### src/common/lcd_seg_pkg.sv
// Overview of operation
// [RULE_01] New bits shift into the register only while the active-low chip select is low; the code also shifts on any select change with the clock high.
// [RULE_02] The serial data input is sampled into the register on each falling edge of the serial clock.
// [RULE_03] The serial data output takes the bit leaving the register on each rising edge of the serial clock.
// [RULE_04] The segment latch follows the register while load is high and holds when load is low.
// [RULE_05] A host deferring the latch parks the clock low before it deselects the device.
// [RULE_06] Chip select changing while the clock is high makes one extra shift.
// [RULE_07] A latched one drives its segment in antiphase with the backplane, a zero leaves it off.
// [RULE_08] Devices chain serial output to serial input with load, clock and chip select shared.
// [RULE_09] With the internal oscillator the backplane is the oscillator divided by 256.
// [RULE_10] With an external clock each clock cycle resets the divider so the backplane follows that clock.
// [RULE_11] With the oscillator pin tied high the oscillator stops and the outputs are static levels.
// [RULE_12] Shift register and latch are 30 bits, the serial output carries the last stage.
// [RULE_13] The backplane is an even square wave, off segments follow it and on segments invert it.
package lcd_seg_pkg;
    localparam int SEG_COUNT = 30;
    localparam int BP_DIVIDE = 256;
    localparam int DIV_WIDTH = 8;
    localparam int BP_HALF = BP_DIVIDE / 2;
    localparam logic [DIV_WIDTH-1:0] DIV_HALF_LAST = DIV_WIDTH'(BP_HALF - 1);
    localparam logic [DIV_WIDTH-1:0] DIV_RESET = 8'h00;
    localparam logic [SEG_COUNT-1:0] SEG_RESET = 30'h0000_0000;
    localparam int FIFO_WIDTH = 1;
    localparam int FIFO_DEPTH = 4;
    // cycles of osc pin held high before the oscillator counts as stopped
    localparam logic [DIV_WIDTH:0] STOP_CYCLES = 9'h100;
    typedef enum logic [1:0] {
        BP_INTERNAL = 2'b00,
        BP_EXTERNAL = 2'b01,
        BP_STATIC = 2'b11
    } bp_mode_t;
endpackage : lcd_seg_pkg

### src/design/bit_fifo.sv
`timescale 1ns/10ps
`default_nettype none
module bit_fifo #(
    parameter int WIDTH = 1,
    parameter int DEPTH = 4
) (
    // clock and reset
    input wire logic sys_clk,
    input wire logic rst_n,
    // fill side
    input wire logic in_valid,
    output logic in_ready,
    input wire logic [WIDTH-1:0] in_data,
    // drain side
    output logic out_valid,
    input wire logic out_ready,
    output logic [WIDTH-1:0] out_data
);
    localparam int AW = $clog2(DEPTH);
    logic [WIDTH-1:0] mem [DEPTH];
    logic [AW-1:0] wr_ptr;
    logic [AW-1:0] rd_ptr;
    logic [AW:0] count;
    logic push;
    logic pop;

    // handshakes gated by honest full and empty
    assign in_ready = (count != (AW+1)'(DEPTH));
    assign out_valid = (count != '0);
    assign push = in_valid && in_ready;
    assign pop = out_valid && out_ready;
    assign out_data = mem[rd_ptr];

    // storage, no reset needed for data
    always_ff @(posedge sys_clk) begin
        if (push) begin
            mem[wr_ptr] <= in_data;
        end
    end

    // pointers and fill level
    always_ff @(posedge sys_clk or negedge rst_n) begin
        if (!rst_n) begin
            wr_ptr <= '0;
            rd_ptr <= '0;
            count <= '0;
        end else begin
            if (push) begin
                wr_ptr <= (wr_ptr == AW'(DEPTH-1)) ? '0 : wr_ptr + 1'b1;
            end
            if (pop) begin
                rd_ptr <= (rd_ptr == AW'(DEPTH-1)) ? '0 : rd_ptr + 1'b1;
            end
            count <= count + (AW+1)'(push) - (AW+1)'(pop);
        end
    end
endmodule : bit_fifo
`default_nettype wire

### src/design/lcd_seg_driver.sv
`timescale 1ns/10ps
`default_nettype none
module lcd_seg_driver (
    // clock and reset
    input wire logic sys_clk,
    input wire logic rst_n,
    // serial load port, all asynchronous pins
    input wire logic chip_sel_n,
    input wire logic ser_clk,
    input wire logic ser_load,
    input wire logic ser_din,
    output logic ser_dout,
    // oscillator pins
    input wire logic osc_clock_pin,
    input wire logic osc_option_pin,
    // display outputs
    output logic [lcd_seg_pkg::SEG_COUNT-1:0] segment,
    output logic backplane
);
    // two-stage synchronisers, first stage read only by the second
    logic [5:0] sync_a;
    logic [5:0] sync_b;
    logic opt_s;
    logic cs_n_s;
    logic clk_s;
    logic load_s;
    logic din_s;
    logic osc_s;
    logic clk_q;
    logic cs_q;
    logic osc_q;
    logic din_q;

    always_ff @(posedge sys_clk or negedge rst_n) begin
        if (!rst_n) begin
            // select idles high, strap idles at internal, so no false edge or mode after reset
            sync_a <= 6'h21;
            sync_b <= 6'h21;
        end else begin
            sync_a <= {osc_option_pin, osc_clock_pin, ser_din, ser_load, ser_clk, chip_sel_n};
            sync_b <= sync_a;
        end
    end
    assign cs_n_s = sync_b[0];
    assign clk_s = sync_b[1];
    assign load_s = sync_b[2];
    assign din_s = sync_b[3];
    assign osc_s = sync_b[4];
    // the strap is a pin too, so it passes the same two flops
    assign opt_s = sync_b[5];

    // previous values for edge detection
    always_ff @(posedge sys_clk or negedge rst_n) begin
        if (!rst_n) begin
            clk_q <= 1'b0;
            cs_q <= 1'b1;
            osc_q <= 1'b0;
            din_q <= 1'b0;
        end else begin
            clk_q <= clk_s;
            cs_q <= cs_n_s;
            osc_q <= osc_s;
            din_q <= din_s;
        end
    end

    logic clk_fall;
    logic clk_rise;
    logic cs_toggle_high;
    logic shift_now;
    // [RULE_02] falling edge samples
    assign clk_fall = clk_q && !clk_s;
    assign clk_rise = !clk_q && clk_s;
    // [RULE_06] extra shift pulse
    assign cs_toggle_high = (cs_q != cs_n_s) && clk_s;
    // [RULE_01] only while selected; the spurious pulse shifts regardless
    assign shift_now = (clk_fall && !cs_n_s) || cs_toggle_high;

    // incoming bits pass a small fifo so a shift never races the register
    logic fifo_in_ready;
    logic fifo_valid;
    logic [lcd_seg_pkg::FIFO_WIDTH-1:0] fifo_bit;
    logic take_bit;

    bit_fifo #(
        .WIDTH(lcd_seg_pkg::FIFO_WIDTH),
        .DEPTH(lcd_seg_pkg::FIFO_DEPTH)
    ) u_fifo (
        .sys_clk(sys_clk),
        .rst_n(rst_n),
        .in_valid(shift_now),
        .in_ready(fifo_in_ready),
        .in_data(din_q),
        .out_valid(fifo_valid),
        .out_ready(take_bit),
        .out_data(fifo_bit)
    );

    // register drains one bit per cycle; stalls while a rising edge is being handled
    assign take_bit = fifo_valid && !clk_rise;

    // [RULE_12] 30-bit shift register
    logic [lcd_seg_pkg::SEG_COUNT-1:0] shift_reg;
    always_ff @(posedge sys_clk or negedge rst_n) begin
        if (!rst_n) begin
            shift_reg <= lcd_seg_pkg::SEG_RESET;
        end else if (take_bit) begin
            shift_reg <= {shift_reg[lcd_seg_pkg::SEG_COUNT-2:0], fifo_bit[0]};
        end
    end

    // [RULE_03] output updates on rising edge, chain ready per RULE_08
    always_ff @(posedge sys_clk or negedge rst_n) begin
        if (!rst_n) begin
            ser_dout <= 1'b0;
        end else if (clk_rise) begin
            // [RULE_08] last stage feeds next device
            ser_dout <= shift_reg[lcd_seg_pkg::SEG_COUNT-1];
        end
    end

    // [RULE_04] transparent latch while load high
    logic [lcd_seg_pkg::SEG_COUNT-1:0] seg_latch;
    always_ff @(posedge sys_clk or negedge rst_n) begin
        if (!rst_n) begin
            seg_latch <= lcd_seg_pkg::SEG_RESET;
        end else if (load_s) begin
            seg_latch <= shift_reg;
        end
    end

    // oscillator mode: option pin high selects internal, low selects external
    lcd_seg_pkg::bp_mode_t mode;
    logic [lcd_seg_pkg::DIV_WIDTH:0] high_run;
    logic osc_rise;
    assign osc_rise = !osc_q && osc_s;

    // count cycles the osc pin sits high to spot a tie to supply
    always_ff @(posedge sys_clk or negedge rst_n) begin
        if (!rst_n) begin
            high_run <= '0;
        end else if (!osc_s) begin
            high_run <= '0;
        end else if (high_run != lcd_seg_pkg::STOP_CYCLES) begin
            high_run <= high_run + 1'b1;
        end
    end

    // mode chosen from high_run and the option strap, refreshed every cycle after reset
    always_ff @(posedge sys_clk or negedge rst_n) begin
        if (!rst_n) begin
            mode <= lcd_seg_pkg::BP_INTERNAL;
        end else if (high_run == lcd_seg_pkg::STOP_CYCLES) begin
            // [RULE_11] oscillator stopped
            mode <= lcd_seg_pkg::BP_STATIC;
        end else if (opt_s) begin
            mode <= lcd_seg_pkg::BP_INTERNAL;
        end else begin
            mode <= lcd_seg_pkg::BP_EXTERNAL;
        end
    end

    // backplane divider; one toggle every half period of 128 osc cycles
    logic [lcd_seg_pkg::DIV_WIDTH-1:0] div_cnt;
    logic bp;
    always_ff @(posedge sys_clk or negedge rst_n) begin
        if (!rst_n) begin
            div_cnt <= lcd_seg_pkg::DIV_RESET;
            bp <= 1'b0;
        end else begin
            case (mode)
                lcd_seg_pkg::BP_INTERNAL: begin
                    // [RULE_09] divide by 256, even duty per RULE_13
                    if (osc_rise) begin
                        if (div_cnt == lcd_seg_pkg::DIV_HALF_LAST) begin
                            div_cnt <= lcd_seg_pkg::DIV_RESET;
                            bp <= !bp;
                        end else begin
                            div_cnt <= div_cnt + 1'b1;
                        end
                    end
                end
                lcd_seg_pkg::BP_EXTERNAL: begin
                    // [RULE_10] each cycle resets divider; backplane follows clock
                    div_cnt <= lcd_seg_pkg::DIV_RESET;
                    bp <= osc_s;
                end
                lcd_seg_pkg::BP_STATIC: begin
                    // [RULE_11] static dc backplane
                    div_cnt <= lcd_seg_pkg::DIV_RESET;
                    bp <= 1'b0;
                end
                default: begin
                    div_cnt <= lcd_seg_pkg::DIV_RESET;
                    bp <= 1'b0;
                end
            endcase
        end
    end

    // [RULE_07] antiphase drive for ones
    // [RULE_13] off follows backplane
    always_ff @(posedge sys_clk or negedge rst_n) begin
        if (!rst_n) begin
            segment <= lcd_seg_pkg::SEG_RESET;
            backplane <= 1'b0;
        end else begin
            segment <= seg_latch ^ {lcd_seg_pkg::SEG_COUNT{bp}};
            backplane <= bp;
        end
    end

    // fifo overflow is impossible at legal serial rates; in_ready left for observation only
    logic unused_ready;
    assign unused_ready = fifo_in_ready;
endmodule : lcd_seg_driver
`default_nettype wire

### config.mk
export PLATFORM = sky130hd
export DESIGN_NAME = lcd_seg_driver
export DESIGN_NICKNAME = d
export VERILOG_FILES = /design/src/common/lcd_seg_pkg.sv /design/src/design/bit_fifo.sv /design/src/design/lcd_seg_driver.sv
export SDC_FILE = /design/constraint.sdc
export NUM_CORES = 1
export LEC_CHECK = 0
export BUFFER_PORTS_ARGS = -buffer_cell sky130_fd_sc_hd__buf_2
export CORE_UTILIZATION = 44
export CTS_BUF_LIST = sky130_fd_sc_hd__clkbuf_8
export DETAILED_ROUTE_END_ITERATION = 16
export SLEW_MARGIN = 15
export SYNTH_ARGS = -nofsm -noshare
export SYNTH_HDL_FRONTEND = slang
export SYNTH_SLANG_ARGS = --single-unit
### constraint.sdc
create_clock -name sys_clk -period 2.9 [get_ports sys_clk]
set_clock_uncertainty 0.05 [all_clocks]
set_input_delay 0.29 -clock sys_clk [delete_from_list [all_inputs] [get_ports sys_clk]]
set_output_delay 0.29 -clock sys_clk [all_outputs]
set_load 0.02 [all_outputs]
==> results.toml, run 1 <==
[outcome]
status = "complete, no violations"

[worst_setup_path]
rr_startpoint = "u_fifo.count[1]"
critPathLaunchType = "flip-flop"
critical_path_class = "flip-flop to flip-flop"
critical_path_buf_inv_count = 2
reg2regPathDepth = 9
slowest_stage = "dfrtp_1"
critPathMaxFanout = 4
cp-end-kind = "flip-flop"
r2r-end = "u_fifo.count[2]"
worstPathArrival_ns = 2.40
crit_chain = "nor3_2 > nor2_4 > ha_1 > inv_1 > ha_1 > inv_1 > fa_1 > xnor2_1 > xnor2_1"
r2r_slack_ns = 0.80
worst_path_largest_cell_delay_ns = 0.45
required_ns = 3.20
cp_top_family = "adder cells"

[place]
dp_hpwl_microns = 4760
gp_congestion = 0.743
io_buffers = 39

[floorplanning]
dieWidth_microns = 113
start_util_pct = 45.1
fp-row-count = 40
core_sq_um = 12100
dieArea_sq_um = 12800
fp.dieH_microns = 113
boundaryPins = 40

[cts]
clk_latency_ns = 0.42
cts_htree_levels = 4
ctsHoldBuffers = 7
cts_sinks = 139
post-cts-setup-buffers = 0
cts-buffers-inserted = 17
cts_tree = "yes"
ctsLongestPathBuffers = 2
cts-root-buf = "clkbuf_8"
path_clk_slew_ns = 0.08
post_cts_resized = 0

[worst_hold_path]
hold_depth = 0
whs_endpoint = "sync_b[5]"
min-delay-start = "sync_a[5]"
hp-class = "flip-flop to flip-flop"

[flow_run]
max_cap_violations = 0

[logic_synthesis]
syn_nets = 370
ys.flop_type = "dfrtp_1"
synthArstFlopShare_pct = 97.1
synth_area_leaders = "dfrtp_1 60%, mux2_4 8.3%, mux2_2 7.0%, xor2_1 6.3%, dfstp_2 2.4%"
yosys.area.top_type = "dfrtp_1"
synth_top_family_by_area = "multiplexers"
synth_compound_area_share_pct = 1.49
syn_avg_cell_area_sq_um = 15.5
synth_seq_area_share_pct = 64.4
yosysWarnings = 0
netlist_area_sq_um = 5450
ys_types = 40
synthCells = 351
synth_edf_count = 4
synth_xor_area_share_pct = 7.56
synth_simple_gate_area_share_pct = 5.47
synth_mux_area_share_pct = 16.4
synth_fa_ha_area_share_pct = 2.67
synth_seq_cells = 139
synth_top_area_share_pct = 59.7

[finish]
syn2layout_area_growth_pct = 16.7
regArea_sq_um = 3510
drive_gt1_share_pct = 36.1
fillers = 1014
multi_input_area_sq_um = 1830
diodes = 0
nNetsFinal = 430
layout_common_cells = "129 x dfrtp_1, 39 x xor2_1, 38 x buf_2"
mostFrequentLayoutCell = "dfrtp_1"

[power]
leakagePower_nw = 2.95
power_w = 0.00664
p_per_area_nw_per_um2 = 1040
peakVddDrop_uv = 530

[global_routing]
grt_overflow = 0
antenna_found_initial = 0
grt_pass1_wl_microns = 13700
grt_pass1_vias = 2864
grt_max_degree = 76
track_usage_pct = 14.1

[sta]
finalHoldViolations = 0
period_share_pct = 72.4
finalCriticalPeriod_ns = 2.10
setup_viol_count_final = 0
fmax_ghz = 0.476
setup-tns-final_ns = 0
tightest_slew_ns = 0.660
slew_viol_final = 0
maxSlewHeadroom_pct = 56.0
rsz0062_at_grt = "no"

[detailed_routing]
routedWlPerCell_microns = 13.2
drtIter0Drc = 104
first_pass_iters = 4
drcViolationCount = 0
ant_nets = 0
num_vias = 2737
drt-total-wl_microns = 7800
viasPerCell = 4.62
[synth_stat cells (2+ instances only)]
| master | number |
|---|---|
| nand4b_1 | 2 |
| mux2_4 | 30 |
| mux2_2 | 34 |
| inv_1 | 10 |
| a21oi_1 | 4 |
| ha_1 | 10 |
| nor3_1 | 4 |
| nor2_1 | 20 |
| and2_1 | 4 |
| nand2b_1 | 3 |
| dfrtp_1 | 130 |
| buf_6 | 3 |
| buf_2 | 7 |
| nand2_1 | 4 |
| edfxtp_1 | 4 |
| nand4_1 | 3 |
| xor2_1 | 39 |
| mux2i_1 | 2 |
| xnor2_1 | 8 |
| dfstp_2 | 5 |
| nand3_1 | 6 |
[metal layers]
layer | up-vias | share of wire [%] | GRT usage [%]
met3 | 5 | 4.7 | 5.73
met4 | 0 | 0.96 | 5.96
li1 | 1299 | - | -
met5 | - | 0 | 0
met2 | 49 | 47 | 21.4
met1 | 1384 | 47 | 18.0
[kinds of logic (layout without fill, tap and decap cells)]
logic type | after synthesis | in the layout
flops | 139 | 139
buf+inv | 22 | 95
mux | 68 | 68
xor+xnor | 47 | 47
fa+ha+maj | 11 | 11
simple gates | 54 | 54
compound gates | 10 | 10
[worst max-delay path by stage]
stage | from | end | depth (start not counted)
2_1_floorplan | u_fifo.count[1] | u_fifo.count[2] | 10
3_3_place_gp | u_fifo.count[1] | u_fifo.count[2] | 9
4_1_cts | sync_b[0] | u_fifo.count[2] | 8
6_report | u_fifo.count[1] | u_fifo.count[2] | 9
5_1_grt | sync_b[0] | u_fifo.count[2] | 8
3_5_place_dp | sync_b[0] | u_fifo.count[2] | 8
[where the power goes]
| group | leakage [nW] | switching, W | total (W) | internal, W |
|---|---|---|---|---|
| logic | 1.05 | 0.000797 | 0.00178 | 0.000980 |
| clock network | 0.235 | 0.000711 | 0.00174 | 0.00103 |
| registers | 1.66 | 0.000446 | 0.00312 | 0.00268 |
[through the flow]
| step | util, % | cell area [sq um] | setup slack, ns | instances | hold slack [ns] |
|---|---|---|---|---|---|
| detailed placement | 48.3 | 5830 | 0.784 | 553 | 0.285 |
| global route | 52.7 | 6360 | 0.637 | 592 | 0.306 |
| global placement | 48.3 | 5830 | 0.872 | 553 | 0.283 |
| floorplan | - | 5450 | 0.707 | 351 | -0.0556 |
| CTS | 52.7 | 6360 | 0.772 | 592 | 0.302 |
| finish | 52.7 | 6360 | 0.801 | 592 | 0.298 |
[worst register-to-register path, stage by stage, from the launching register on]
cell     delay (ns)
dfrtp_1        0.45
nor3_2         0.27
nor2_4         0.05
ha_1           0.28
inv_1          0.05
ha_1           0.14
inv_1          0.05
fa_1           0.37
xnor2_1        0.19
xnor2_1        0.13
[area by class of cell]
| type | instances | area share [%] |
|---|---|---|
| clock inverter | 11 | 2.62 |
| timing repair buffer | 52 | 4.98 |
| clock buffer | 21 | 4.55 |
| multi-input combinational | 190 | 28.7 |
| tap | 168 | 3.31 |
| sequential | 139 | 55.2 |
| inverter | 11 | 0.650 |
No activity file was read; power rests on OpenSTA's default activity.
==> run 2: changes to the inputs <==
==> constraint.sdc (replaced) <==
create_clock -name sys_clk -period 1.9 [get_ports sys_clk]
set_clock_uncertainty 0.05 [all_clocks]
set_input_delay 0.19 -clock sys_clk [delete_from_list [all_inputs] [get_ports sys_clk]]
set_output_delay 0.19 -clock sys_clk [all_outputs]
set_load 0.02 [all_outputs]
==> run 2 against run 1 <==
  * The flow now finishes with violations (negative setup slack)
  * Non-clock buffer count increased by 4
  * Sequential power increased by 52%
  * Die area unchanged
  * Flip-flop and latch count unchanged
  * Worst hold slack got worse by 0.13 ns
  * Global-route usage increased by 0.15 points
  * Total power increased by 51%
  * Register-to-register slack got worse by 0.80 ns
  * First-iteration DRC count decreased by 3.8%
  * Final cell count increased by 0.68%
  * Worst setup slack got worse by 0.80 ns
==> results.toml, run 2 (synthesized netlist as in run 1, its figures left out) <==
[finish]
syn2layout_area_growth_pct = 17.8
final_core_utilization_pct = 53.2
diodes = 0
fillers = 1018
mostFrequentLayoutCell = "dfrtp_1"
nNetsFinal = 434
drive_gt1_share_pct = 38.6
final_cells = 596
final_cell_area_sq_um = 6410
layout_common_cells = "129 x dfrtp_1, 38 x xor2_1, 38 x buf_2"

[detailed_routing]
num_vias = 2768
drt-met1-wl_microns = 3730
viasPerCell = 4.64
drcViolationCount = 0
highest_layer = "met4"
drtIter0Drc = 100
routedWlPerCell_microns = 13.3
met2_length_microns = 3690
drt-total-wl_microns = 7950
wl_met3_microns = 323
first_pass_iters = 4
ant_nets = 0

[sta]
finalHoldViolations = 0
fmax_ghz = 0.526
finalCriticalPeriod_ns = 1.90
period_share_pct = 100
rsz0062_at_grt = "yes"
layout_setup_ws_ns = -0.00240
maxSlewHeadroom_pct = 62.4
tightest_slew_ns = 0.564
setup_viol_count_final = 1
setup-tns-final_ns = -0.00240
slew_viol_final = 0

[floorplanning]
dieArea_sq_um = 12800
dieWidth_microns = 113
core_sq_um = 12100
start_util_pct = 45.1
boundaryPins = 40
fp.dieH_microns = 113
fp-row-count = 40

[cts]
cts_htree_levels = 4
clk_latency_ns = 0.45
cts-buffers-inserted = 17
ctsLongestPathBuffers = 2
cts_sinks = 139
path_clk_slew_ns = 0.07
cts_tree = "yes"
post-cts-setup-buffers = 0
cts-root-buf = "clkbuf_8"

[global_routing]
grt_max_degree = 61
track_usage_pct = 14.3
grt_pass1_vias = 2840
grt_overflow = 0
grt_pass1_wl_microns = 13800
antenna_found_initial = 0

[worst_setup_path]
cp_top_family = "adder cells"
cp-end-kind = "flip-flop"
required_ns = 2.18
rr_startpoint = "u_fifo.count[0]"
slowest_stage = "dfrtp_1"
critPathLaunchType = "flip-flop"
worstPathArrival_ns = 2.18
critPathLaunch = "u_fifo.count[0]"
worst_path_largest_cell_delay_ns = 0.39
r2r_slack_ns = -0.002
critical_path_buf_inv_count = 2
critPathMaxFanout = 2
critical_path_class = "flip-flop to flip-flop"
crit_chain = "nor3_2 > nor2_4 > ha_4 > inv_2 > ha_4 > inv_2 > fa_2 > xnor2_2 > xnor2_1"

[power]
leakagePower_nw = 2.96
peakVddDrop_uv = 700
power_w = 0.0100
p_clk_share_pct = 23.5
power_switching_w = 0.00304
p_per_area_nw_per_um2 = 1560
p_comb_share_pct = 29.0
intPower_w = 0.00696
p_seq_share_pct = 47.5
switching_share_pct = 30.4

[place]
io_buffers = 39
gp_congestion = 0.759
dp_hpwl_microns = 4890
placed_area_sq_um = 5940
dp.cells = 557

[worst_hold_path]
hp-class = "primary input to async pin"

[flow_run]
max_cap_violations = 0

[outcome]
violations = "negative setup slack"
status = "complete, but fails checks"
[run 2: power groups by stage]
stage                     Combinational (W)  Clock (W)  Sequential (W)
after floorplan                     0.00181          0         0.00510
after global placement              0.00284          0         0.00478
after detailed placement            0.00293          0         0.00481
after CTS                           0.00297    0.00243         0.00476
after global routing                0.00315    0.00258         0.00489
final                               0.00290    0.00235         0.00474
[run 2: cell type report]
class / count / area (sq um) / share of cell area [%]
clock buffer: 20 / 275 / 4.29
timing repair buffer: 56 / 384 / 5.99
multi-input combinational: 190 / 1870 / 29.2
sequential: 139 / 3510 / 54.7
inverter: 11 / 41.3 / 0.644
tap: 168 / 210 / 3.28
clock inverter: 12 / 121 / 1.89
[run 2: worst paths after layout]
path	endpoint	cells after the start
worst max-delay path	u_fifo.count[2]	9
worst min-delay path	div_cnt[5]	2
worst max register to register	u_fifo.count[2]	9
worst min register to register	sync_b[3]	0
max in group asynchronous	shift_reg[1]	3
min in group sys_clk	sync_b[3]	0
[run 2: through the flow]
step | setup slack [ns] | hold slack [ns]
floorplan | -0.190 | -0.156
global placement | -0.0109 | 0.0733
detailed placement | -0.0601 | 0.0791
CTS | -0.0375 | 0.163
global route | -0.0587 | 0.180
finish | -0.00240 | 0.167
[run 2: layer usage]
layer | up-vias | GRT usage [%]
li1 | 1306 | -
met1 | 1398 | 18.2
met2 | 46 | 21.3
met3 | 18 | 5.14
met4 | 0 | 7.89
met5 | - | 0
[run 2: what timing repair did]
action | 4_1_cts | 5_1_grt
cloned | 0 | 0
resized for setup | 0 | 1
hold buffers | 7 | 0
endpoints found under the hold margin | 110 | 0
setup endpoints to repair | 1 | 2
pin swaps | 6 | 2
